===== src/rtl/ddc_pkg.sv =====
package ddc_pkg;

    // apb address decode, word index = byte address / 4
    localparam int          ADDR_W     = 12;
    localparam logic [9:0]  IDX_CTRL   = 10'h330;
    localparam logic [9:0]  IDX_INSEL  = 10'h331;
    localparam logic [9:0]  IDX_STATUS = 10'h332;
    localparam logic [7:0]  CTRL_RST   = 8'h00;
    localparam logic [7:0]  INSEL_RST  = 8'h00;

    // one-hot filter stage masks
    localparam logic [6:0]  STG_HB1 = 7'h01;
    localparam logic [6:0]  STG_HB2 = 7'h02;
    localparam logic [6:0]  STG_HB3 = 7'h04;
    localparam logic [6:0]  STG_HB4 = 7'h08;
    localparam logic [6:0]  STG_TB1 = 7'h10;
    localparam logic [6:0]  STG_TB2 = 7'h20;
    localparam logic [6:0]  STG_FB2 = 7'h40;

    typedef enum logic [1:0] {
        DDC_IF_VAR  = 2'h0,
        DDC_IF_ZERO = 2'h1,
        DDC_IF_FS   = 2'h2,
        DDC_IF_TEST = 2'h3
    } ddc_if_mode_t;

    // channel control register layout
    typedef struct packed {
        logic         spare;
        logic         gain;
        ddc_if_mode_t if_mode;
        logic         c2r;
        logic [2:0]   sel;
    } ddc_ctrl_t;

    // input select register layout, low nibble reads zero
    typedef struct packed {
        logic [3:0] ext_sel;
        logic [3:0] zero;
    } ddc_insel_t;

    // decoded filter chain handed to the datapath
    typedef struct packed {
        logic [6:0]   stages;
        logic [5:0]   ratio;
        logic         real_only;
        logic         gain;
        ddc_if_mode_t if_mode;
        logic         bad;
    } ddc_cfg_t;

    // status word layout
    typedef struct packed {
        logic [16:0] zero;
        logic [6:0]  stages;
        logic        real_only;
        logic        bad;
        logic [5:0]  ratio;
    } ddc_stat_t;

    typedef enum logic [3:0] {
        DDC_MIX_P0 = 4'h1,
        DDC_MIX_P1 = 4'h2,
        DDC_MIX_P2 = 4'h4,
        DDC_MIX_P3 = 4'h8
    } ddc_mix_t;

endpackage : ddc_pkg


===== src/rtl/ddc_chan.sv =====
// The APB register port was left to the implementer.
`timescale 1ns/1ps
`default_nettype none

module ddc_chan
    import ddc_pkg::*;
#(
    parameter int DW = 16
) (
    input  wire logic              pclk,
    input  wire logic              presetn,
    input  wire logic              psel,
    input  wire logic              penable,
    input  wire logic              pwrite,
    input  wire logic [ADDR_W-1:0] paddr,
    input  wire logic [31:0]       pwdata,
    input  wire logic [3:0]        pstrb,
    output logic [31:0]            prdata,
    output logic                   pready,
    output logic                   pslverr,
    input  wire logic              in_valid,
    input  wire logic [DW-1:0]     in_i,
    input  wire logic [DW-1:0]     in_q,
    output logic                   out_valid,
    output logic                   out_q_valid,
    output logic [DW-1:0]          out_i,
    output logic [DW-1:0]          out_q,
    output ddc_cfg_t               cfg
);

    if (DW < 4) begin : g_dw_check
        $error("ddc_chan: DW must be at least 4");
    end

    // chain decode: stages, complex ratio, real allowed, code known
    function automatic ddc_cfg_t decode(input ddc_ctrl_t c,
                                        input logic [3:0] ext);
        ddc_cfg_t   r;
        logic [5:0] full;
        logic       real_ok;
        logic       known;
        r       = '0;
        full    = 6'h00;
        real_ok = 1'b1;
        known   = 1'b1;
        r.stages = '0;
        case (c.sel)
            3'h0: begin full = 6'h04; r.stages = STG_HB1 | STG_HB2; end
            3'h1: begin
                full = 6'h08;
                r.stages = STG_HB1 | STG_HB2 | STG_HB3;
            end
            3'h2: begin
                full = 6'h10;
                r.stages = STG_HB1 | STG_HB2 | STG_HB3 | STG_HB4;
            end
            3'h3: begin full = 6'h02; r.stages = STG_HB1; end
            3'h4: begin full = 6'h06; r.stages = STG_HB1 | STG_TB2; end
            3'h5: begin
                full = 6'h0c;
                r.stages = STG_HB1 | STG_HB2 | STG_TB2;
            end
            3'h6: begin
                full = 6'h18;
                r.stages = STG_HB1 | STG_HB2 | STG_HB3 | STG_TB2;
            end
            default: begin
                case (ext)
                    4'h0: begin
                        full = 6'h30;
                        r.stages = STG_TB2 | STG_HB4 | STG_HB3
                                 | STG_HB2 | STG_HB1;
                    end
                    4'h2: begin
                        full = 6'h0a;
                        r.stages = STG_FB2 | STG_HB1;
                    end
                    4'h3: begin
                        full = 6'h14;
                        r.stages = STG_FB2 | STG_HB2 | STG_HB1;
                    end
                    4'h4: begin
                        full = 6'h28;
                        r.stages = STG_FB2 | STG_HB3 | STG_HB2 | STG_HB1;
                    end
                    4'h7: begin
                        full = 6'h03;
                        r.stages = STG_TB1;
                        real_ok = 1'b0;
                    end
                    4'h8: begin
                        full = 6'h0f;
                        r.stages = STG_FB2 | STG_TB1;
                        real_ok = 1'b0;
                    end
                    4'h9: begin
                        full = 6'h1e;
                        r.stages = STG_HB2 | STG_FB2 | STG_TB1;
                        real_ok = 1'b0;
                    end
                    default: known = 1'b0;
                endcase
            end
        endcase
        r.bad       = !known || (c.c2r && !real_ok);
        r.ratio     = r.bad ? 6'h00 : (c.c2r ? (full >> 1) : full);
        r.real_only = c.c2r;
        r.gain      = c.gain;
        r.if_mode   = c.if_mode;
        return r;
    endfunction : decode

    // saturating multiply by two
    function automatic logic [DW-1:0] sat_dbl(input logic [DW-1:0] x);
        if (x[DW-1] != x[DW-2]) begin
            return x[DW-1] ? {1'b1, {(DW-1){1'b0}}} : {1'b0, {(DW-1){1'b1}}};
        end
        return {x[DW-2:0], 1'b0};
    endfunction : sat_dbl

    // saturating negate, most negative code maps to most positive
    function automatic logic [DW-1:0] sat_neg(input logic [DW-1:0] x);
        if (x == {1'b1, {(DW-1){1'b0}}}) begin
            return {1'b0, {(DW-1){1'b1}}};
        end
        return DW'(~x + 1'b1);
    endfunction : sat_neg

    ddc_ctrl_t       ctrl_q;
    logic [3:0]      ext_q;
    ddc_cfg_t        cfg_q;
    ddc_mix_t        mix_q;
    logic [5:0]      cnt_q;
    logic [DW-1:0]   ramp_q;
    logic [31:0]     prdata_q;
    logic            pready_q;
    logic            pslverr_q;
    logic            out_valid_q;
    logic            out_q_valid_q;
    logic [DW-1:0]   out_i_q;
    logic [DW-1:0]   out_q_q;

    // apb decode; answer is registered during setup, so zero wait states
    wire logic [9:0] idx      = paddr[ADDR_W-1:2];
    wire logic       hit_ctrl = idx == IDX_CTRL;
    wire logic       hit_ins  = idx == IDX_INSEL;
    wire logic       hit_stat = idx == IDX_STATUS;
    wire logic       mapped   = hit_ctrl || hit_ins || hit_stat;
    wire logic       setup    = psel && !penable;
    wire logic       access   = psel && penable && pready_q;
    wire logic       wr_en    = access && pwrite && mapped && pstrb[0];
    wire ddc_cfg_t   cfg_d    = decode(ctrl_q, ext_q);

    // read mux; status word shows the decoded chain
    ddc_stat_t       stat;
    assign stat.zero      = '0;
    assign stat.stages    = cfg_q.stages;
    assign stat.real_only = cfg_q.real_only;
    assign stat.bad       = cfg_q.bad;
    assign stat.ratio     = cfg_q.ratio;
    wire logic [31:0] rd_d =
        hit_ctrl ? {24'h000000, ctrl_q} :
        hit_ins  ? {24'h000000, ext_q, 4'h0} :
        hit_stat ? 32'(stat) : 32'h00000000;

    // bus answer flops
    always_ff @(posedge pclk or negedge presetn) begin
        if (!presetn) begin
            pready_q  <= 1'b0;
            pslverr_q <= 1'b0;
            prdata_q  <= 32'h00000000;
        end else begin
            pready_q  <= setup;
            pslverr_q <= setup && !mapped;
            prdata_q  <= (setup && !pwrite) ? rd_d : 32'h00000000;
        end
    end

    // control registers; status is read-only and ignores writes
    always_ff @(posedge pclk or negedge presetn) begin
        if (!presetn) begin
            ctrl_q <= CTRL_RST;
            ext_q  <= INSEL_RST[7:4];
        end else if (wr_en && hit_ctrl) begin
            ctrl_q <= pwdata[7:0];
        end else if (wr_en && hit_ins) begin
            ext_q  <= pwdata[7:4];
        end
    end

    // decoded chain registered so the datapath sees one stable setting
    always_ff @(posedge pclk or negedge presetn) begin
        if (!presetn) begin
            cfg_q <= decode(CTRL_RST, INSEL_RST[7:4]);
        end else begin
            cfg_q <= cfg_d;
        end
    end

    // datapath selection
    wire logic          test   = cfg_q.if_mode == DDC_IF_TEST;
    wire logic [DW-1:0] src_i  = test ? ramp_q : in_i;
    wire logic [DW-1:0] src_q  = test ? ~ramp_q : in_q;
    wire logic          keep   = in_valid && !cfg_q.bad && cnt_q == 6'h00;
    wire logic          wrap   = cnt_q >= cfg_q.ratio - 6'h01;
    // fs/4 mix: I, -Q, -I, Q
    wire logic [DW-1:0] mix_i  =
        !cfg_q.real_only      ? src_i :
        mix_q == DDC_MIX_P1   ? sat_neg(src_q) :
        mix_q == DDC_MIX_P2   ? sat_neg(src_i) :
        mix_q == DDC_MIX_P3   ? src_q : src_i;
    wire logic [DW-1:0] gain_i = cfg_q.gain ? sat_dbl(mix_i) : mix_i;
    wire logic [DW-1:0] gain_q = cfg_q.gain ? sat_dbl(src_q) : src_q;

    // decimation phase restarts on any register write
    always_ff @(posedge pclk or negedge presetn) begin
        if (!presetn) begin
            cnt_q <= 6'h00;
        end else if (wr_en) begin
            cnt_q <= 6'h00;
        end else if (in_valid) begin
            cnt_q <= wrap ? 6'h00 : cnt_q + 6'h01;
        end
    end

    // mixer phase, one step per input sample
    always_ff @(posedge pclk or negedge presetn) begin
        if (!presetn) begin
            mix_q <= DDC_MIX_P0;
        end else if (in_valid) begin
            case (mix_q)
                DDC_MIX_P0: mix_q <= DDC_MIX_P1;
                DDC_MIX_P1: mix_q <= DDC_MIX_P2;
                DDC_MIX_P2: mix_q <= DDC_MIX_P3;
                default:    mix_q <= DDC_MIX_P0;
            endcase
        end
    end

    always_ff @(posedge pclk or negedge presetn) begin
        if (!presetn) begin
            ramp_q <= '0;
        end else if (in_valid && test) begin
            ramp_q <= ramp_q + 1'b1;
        end
    end

    // output flops; q lane is zero and invalid in real mode
    always_ff @(posedge pclk or negedge presetn) begin
        if (!presetn) begin
            out_valid_q   <= 1'b0;
            out_q_valid_q <= 1'b0;
            out_i_q       <= '0;
            out_q_q       <= '0;
        end else begin
            out_valid_q   <= keep;
            out_q_valid_q <= keep && !cfg_q.real_only;
            if (keep) begin
                out_i_q <= gain_i;
            end
            // q lane cleared as soon as real mode is set, not at the next kept sample
            if (cfg_q.real_only) begin
                out_q_q <= '0;
            end else if (keep) begin
                out_q_q <= gain_q;
            end
        end
    end

    assign prdata      = prdata_q;
    assign pready      = pready_q;
    assign pslverr     = pslverr_q;
    assign out_valid   = out_valid_q;
    assign out_q_valid = out_q_valid_q;
    assign out_i       = out_i_q;
    assign out_q       = out_q_q;
    assign cfg         = cfg_q;

    gain_double_a : assert property (
        @(posedge pclk) disable iff (!presetn)
        keep && cfg_q.gain && mix_i[DW-1:DW-2] == 2'b00
        |=> out_i_q == {$past(mix_i[DW-2:0]), 1'b0})
        else $error("gain did not double the sample");

    q_lane_valid_a : assert property (
        @(posedge pclk) disable iff (!presetn)
        keep && !cfg_q.real_only |=> out_valid_q && out_q_valid_q)
        else $error("quadrature lane not valid in complex mode");

    real_only_a : assert property (
        @(posedge pclk) disable iff (!presetn)
        cfg_q.real_only |=> !out_q_valid_q && out_q_q == '0)
        else $error("quadrature lane active in real mode");

    sel_two_hb_a : assert property (
        @(posedge pclk) disable iff (!presetn)
        ctrl_q.sel == 3'h0 && !ctrl_q.c2r
        |=> cfg_q.ratio == 6'h04 && cfg_q.stages == (STG_HB1 | STG_HB2))
        else $error("code 000 complex ratio wrong");

    sel_four_hb_a : assert property (
        @(posedge pclk) disable iff (!presetn)
        ctrl_q.sel == 3'h2 && ctrl_q.c2r |=> cfg_q.ratio == 6'h08)
        else $error("code 010 real ratio wrong");

    sel_one_hb_a : assert property (
        @(posedge pclk) disable iff (!presetn)
        ctrl_q.sel == 3'h3 && ctrl_q.c2r
        |=> cfg_q.ratio == 6'h01 && !cfg_q.bad)
        else $error("code 011 real ratio wrong");

    sel_hb3_tb_a : assert property (
        @(posedge pclk) disable iff (!presetn)
        ctrl_q.sel == 3'h6 && !ctrl_q.c2r |=> cfg_q.ratio == 6'h18)
        else $error("code 110 complex ratio wrong");

    ext_unlisted_a : assert property (
        @(posedge pclk) disable iff (!presetn)
        ctrl_q.sel == 3'h7 && ext_q == 4'h5 |=> cfg_q.bad)
        else $error("unlisted extended code not flagged");

    ext_cascade_a : assert property (
        @(posedge pclk) disable iff (!presetn)
        ctrl_q.sel == 3'h7 && ext_q == 4'h0 && ctrl_q.c2r
        |=> cfg_q.ratio == 6'h18)
        else $error("extended 0 real ratio wrong");

    ext_tb_only_a : assert property (
        @(posedge pclk) disable iff (!presetn)
        ctrl_q.sel == 3'h7 && ext_q == 4'h7
        |=> cfg_q.bad == $past(ctrl_q.c2r)
            && (cfg_q.bad || cfg_q.ratio == 6'h03))
        else $error("extended 111 decode wrong");

endmodule : ddc_chan

`default_nettype wire


===== config.mk =====
export PLATFORM = sky130hd
export DESIGN_NAME = ddc_chan
export DESIGN_NICKNAME = d
export VERILOG_FILES = /design/src/rtl/ddc_pkg.sv /design/src/rtl/ddc_chan.sv
export SDC_FILE = /design/constraint.sdc
export NUM_CORES = 1
export LEC_CHECK = 0
export ABC_AREA = 1
export BUFFER_PORTS_ARGS = -buffer_cell sky130_fd_sc_hd__buf_2
export CORE_UTILIZATION = 60
export DETAILED_ROUTE_END_ITERATION = 12
export GPL_ROUTABILITY_DRIVEN = 0
export PLACE_DENSITY = 0.87
export SLEW_MARGIN = 20
export SYNTH_ARGS = -nofsm -noshare
export SYNTH_HDL_FRONTEND = slang
export SYNTH_SLANG_ARGS = --single-unit

===== constraint.sdc =====
create_clock -name pclk -period 8.8 [get_ports pclk]
set_clock_uncertainty 0.05 [all_clocks]
set_input_delay 1.76 -clock pclk [delete_from_list [all_inputs] [get_ports pclk]]
set_output_delay 1.76 -clock pclk [all_outputs]
set_load 0.1 [all_outputs]

==> run_results.csv <==
group,metric,value,unit
sta,period_share,60.0,%
cts,cts-root-buf,"clkbuf_16",
critical_path,required,9.00,ns
critical_path,timing.rr.end,"out_i[13]",
critical_path,cp.arrival,5.48,ns
yosys,ys_warn_count,0,
route,wire_per_inst,15.7,um
critical_path,rr_worst_depth,20,
floorplanning,die_w,115,um
cts,clock_latency,0.36,ns
grt,grt_max_degree,82,
floorplanning,io_pins,172,
layout,area_delta_synth_final,12.3,%
critical_path,r2r-start,"cfg[1]",
floorplanning,core_area,0.0122,mm2
yosys,synth_top_family_by_area,"simple AND/OR/NAND/NOR gates",
yosys,muxShareOfSynthArea,0.592,%
sta,slew_headroom,33.6,%
grt,antenna_found_initial,0,
yosys,synth_seq_area_share,35.2,%
place,port_buffers,125,
sta,finalHoldViolations,0,
layout,fillCellCount,1070,
sta,tns,0,ns
critical_path,slowest_delay,0.86,ns
yosys,synthTopCellsByArea,"dfrtp_1 (34%), nand2_1 (15%), nand3_1 (7.8%)",
route,vias_per_cell,5.68,
yosys,ys_ff_latch,107,
cts,cts_tree,"done",
place,place_hpwl,16000,um
critical_path,crit_path_start_kind,"register",
yosys,synth_compound_area_share,11.6,%
yosys,yosys.area_share.simple,34.3,%
yosys,yosys.area.top_type_share,33.9,%
grt,grt_usage,33.8,%
layout,final_layout_size_suffix_gt1_share,18.1,%
layout,diodes,0,
grt,grt_first_pass_wirelength,34000,um
yosys,synth_fa_ha_area_share,2.79,%
sta,drv_slew,0,
sta,rsz0062_at_grt,"false",
route,ant_nets,0,
power,p_leak,4.69,nW
cts,cts_hold_buf,0,
sta,setup_viol,0,
sta,tightest_slew,0.992,ns
cts,clockBufferDepth,2,
critical_path,crit_type,"register to register",
cts,clk_pin_slew,0.08,ns
cts,ctsResizeCount,0,
yosys,synth.distinct_cells,48,
yosys,syn_area_per_cell,6.90,um2
route,drtPass1Iterations,7,
yosys,async_flop_share,100,%
yosys,synth_xor_area_share,3.34,%
yosys,synth-main-ff-cell,"dfrtp_1",
power,ir_drop,0.230,mV
yosys,synth.cell_area,0.00761,mm2
critical_path,crit_path_frequent_cell,"nand2_1",
critical_path,end_kind,"register",
route,drc,0,
worst_hold_path,hp-class,"register to register",
cts,numCtsBuffers,9,
yosys,netlist_instances,1103,
critical_path,slowest_stage,"dfrtp_1",
sta,fmax,189,MHz
power,cellPowerDensity,252,mW/mm2
yosys,synth-edff-count,0,
grt,overflow,0,
cts,cts.sinks,107,
route,drt_iter0_markers,886,
cts,cts_setup_buffers,0,
critical_path,r2r_setup_slack,3.52,ns
outcome,outcome,"finished clean",
critical_path,critical_path.max_fanout,41,
floorplanning,die_area,0.0131,mm2
route,wl,21600,um
layout,final_nets,1307,
floorplanning,num_rows,40,
cts,h-tree-depth,3,
run,max_cap_viol_count,0,
route,vias,7828,
critical_path,path_cells,"nand2_2 > inv_2 > nand2_1 > nand2_1 > ha_1 > nand3_1 > nor2_1 > inv_1 > nor2_4 > nand3_1 > nand4_1 > nand3_2 > nand2_4 > inv_1 > ha_1 > inv_1 > nand2_4 > nand3_1 > nand2_1 > nand2_1",
grt,grt_pass1_vias,7027,
floorplanning,start_util,62.3,%
floorplanning,die_h,115,um
critical_path,setup.worst_path.start,"cfg[1]",
critical_path,crit_end,"out_i[13]",
sta,period_minus_slack,5.28,ns
place,dpl.cell_count,1360,
layout,layoutNonFillerInstCount,1377,
yosys,synth.largest_area_cell,"dfrtp_1",
## synthesized netlist by cell type, types with 11 or more instances
| library cell | n |
|---|---|
| a21oi_1 | 44 |
| buf_4 | 20 |
| clkbuf_1 | 20 |
| dfrtp_1 | 103 |
| ha_1 | 17 |
| inv_1 | 144 |
| inv_2 | 11 |
| nand2_1 | 299 |
| nand2_2 | 19 |
| nand3_1 | 118 |
| nand3_2 | 15 |
| nand4_1 | 15 |
| nor2_1 | 73 |
| o21ai_0 | 78 |
| xor2_1 | 25 |
## sequential cells by signal, summed over array words and instances, names as in the netlist
signal       cells
cfg_d            4
pready           1
ctrl_q           4
out_valid        1
out_q_valid      1
prdata          15
ramp_q          16
mix_q            4
pslverr          1
ext_q            4
cfg             18
out_i           16
out_q           16
cnt_q            6
## cell type report
type | instances | area (um2) | area share (%)
multi-input cells | 801 | 4070 | 47.6
flip-flops and latches | 107 | 2680 | 31.4
repair buffers | 129 | 671 | 7.85
inverters | 156 | 586 | 6.85
clock buffers | 10 | 239 | 2.80
well taps | 168 | 210 | 2.46
clock inverters | 6 | 86.3 | 1.01
## per-stage QoR
step | hold WS, ns | worst slack [ns] | util (%) | area [um2] | power (mW)
6_report | 0.373 | 3.52 | 70.0 | 8550 | 2.15
5_1_grt | 0.380 | 3.21 | 70.0 | 8550 | 2.24
4_1_cts | 0.374 | 3.68 | 69.8 | 8530 | 2.14
3_5_place_dp | 0.342 | 3.56 | 67.2 | 8200 | 1.70
3_3_place_gp | 0.334 | 3.57 | 67.2 | 8200 | 1.69
2_1_floorplan | 0.319 | 4.70 | - | 7670 | 1.51
## kinds of logic after synthesis
| logic type | count (synthesis) |
|---|---|
| AO/OA/AOI/OAI | 161 |
| XOR/XNOR | 29 |
| adder cells (fa/ha/maj) | 17 |
| buffers and inverters | 211 |
| flip-flops | 107 |
| multiplexers | 4 |
| other | 1 |
| AND/OR/NAND/NOR | 573 |
## worst max-delay path, delay by kind of cell, from the launching register on
| kind | cells | cell delay, ns |
|---|---|---|
| buffers and inverters | 4 | 0.56 |
| AND/OR/NAND/NOR | 14 | 2.84 |
| flip-flops | 1 | 0.86 |
| adder cells (fa/ha/maj) | 2 | 0.81 |
## per-layer routing
layer / share of wire, % / routed length (um) / vias up / GRT usage (%)
met1: 40 / 8570 / 3546 / 44.0
met3: 10 / 2240 / 82 / 6.46
met4: 3.9 / 853 / 0 / 16.3
met5: 0 / 0 / - / 0
met2: 46 / 9990 / 491 / 54.3
li1: - / - / 3709 / -
## power breakdown
part	switching [mW]	internal (mW)	leakage [nW]	total (mW)
clock	0.202	0.237	0.160	0.439
combinational	0.883	0.185	3.14	1.07
sequential	0.0604	0.582	1.38	0.643
total	1.15	1.00	4.69	2.15
## how the worst min path moves through the flow
stage / startpoint / cells after the start / endpoint / slack [ns]
2_1_floorplan: cfg_d[3] / 0 / cfg[3] / 0.32
3_3_place_gp: cfg_d[3] / 0 / cfg[3] / 0.33
3_5_place_dp: cfg_d[3] / 0 / cfg[3] / 0.34
4_1_cts: cfg_d[3] / 0 / cfg[3] / 0.37
5_1_grt: cfg_d[3] / 0 / cfg[3] / 0.38
6_report: cfg_d[1] / 0 / cfg[1] / 0.37
## cell usage in the layout (no fill, tap or decap), drive strengths merged
| cell | synthesis | final |
|---|---|---|
| o32ai | 3 | 3 |
| and2 | 1 | 1 |
| conb | 1 | 17 |
| a21oi | 44 | 44 |
| a31oi | 2 | 2 |
| nand3b | 1 | 1 |
| xor2 | 25 | 25 |
| nor2 | 85 | 85 |
| nor3 | 11 | 11 |
| o211ai | 2 | 2 |
| mux2 | 4 | 4 |
| a32o | 1 | 1 |
| o31ai | 1 | 1 |
| nand3 | 134 | 134 |
| a211oi | 8 | 8 |
| ha | 17 | 17 |
| buf | 35 | 129 |
| nor4 | 4 | 4 |
| o22ai | 7 | 7 |
| clkbuf | 20 | 10 |
| nand4 | 15 | 15 |
| o21bai | 2 | 2 |
| o21ai | 88 | 88 |
| bufinv | 0 | 1 |
| inv | 155 | 159 |
| xnor2 | 4 | 4 |
| a2111oi | 1 | 1 |
| dfstp | 4 | 4 |
| nand2 | 320 | 320 |
| o21a | 1 | 1 |
| a21boi | 1 | 1 |
| clkinv | 1 | 2 |
| dfrtp | 103 | 103 |
| or2 | 2 | 2 |
Note: power is estimated with default switching activity, not from simulation.
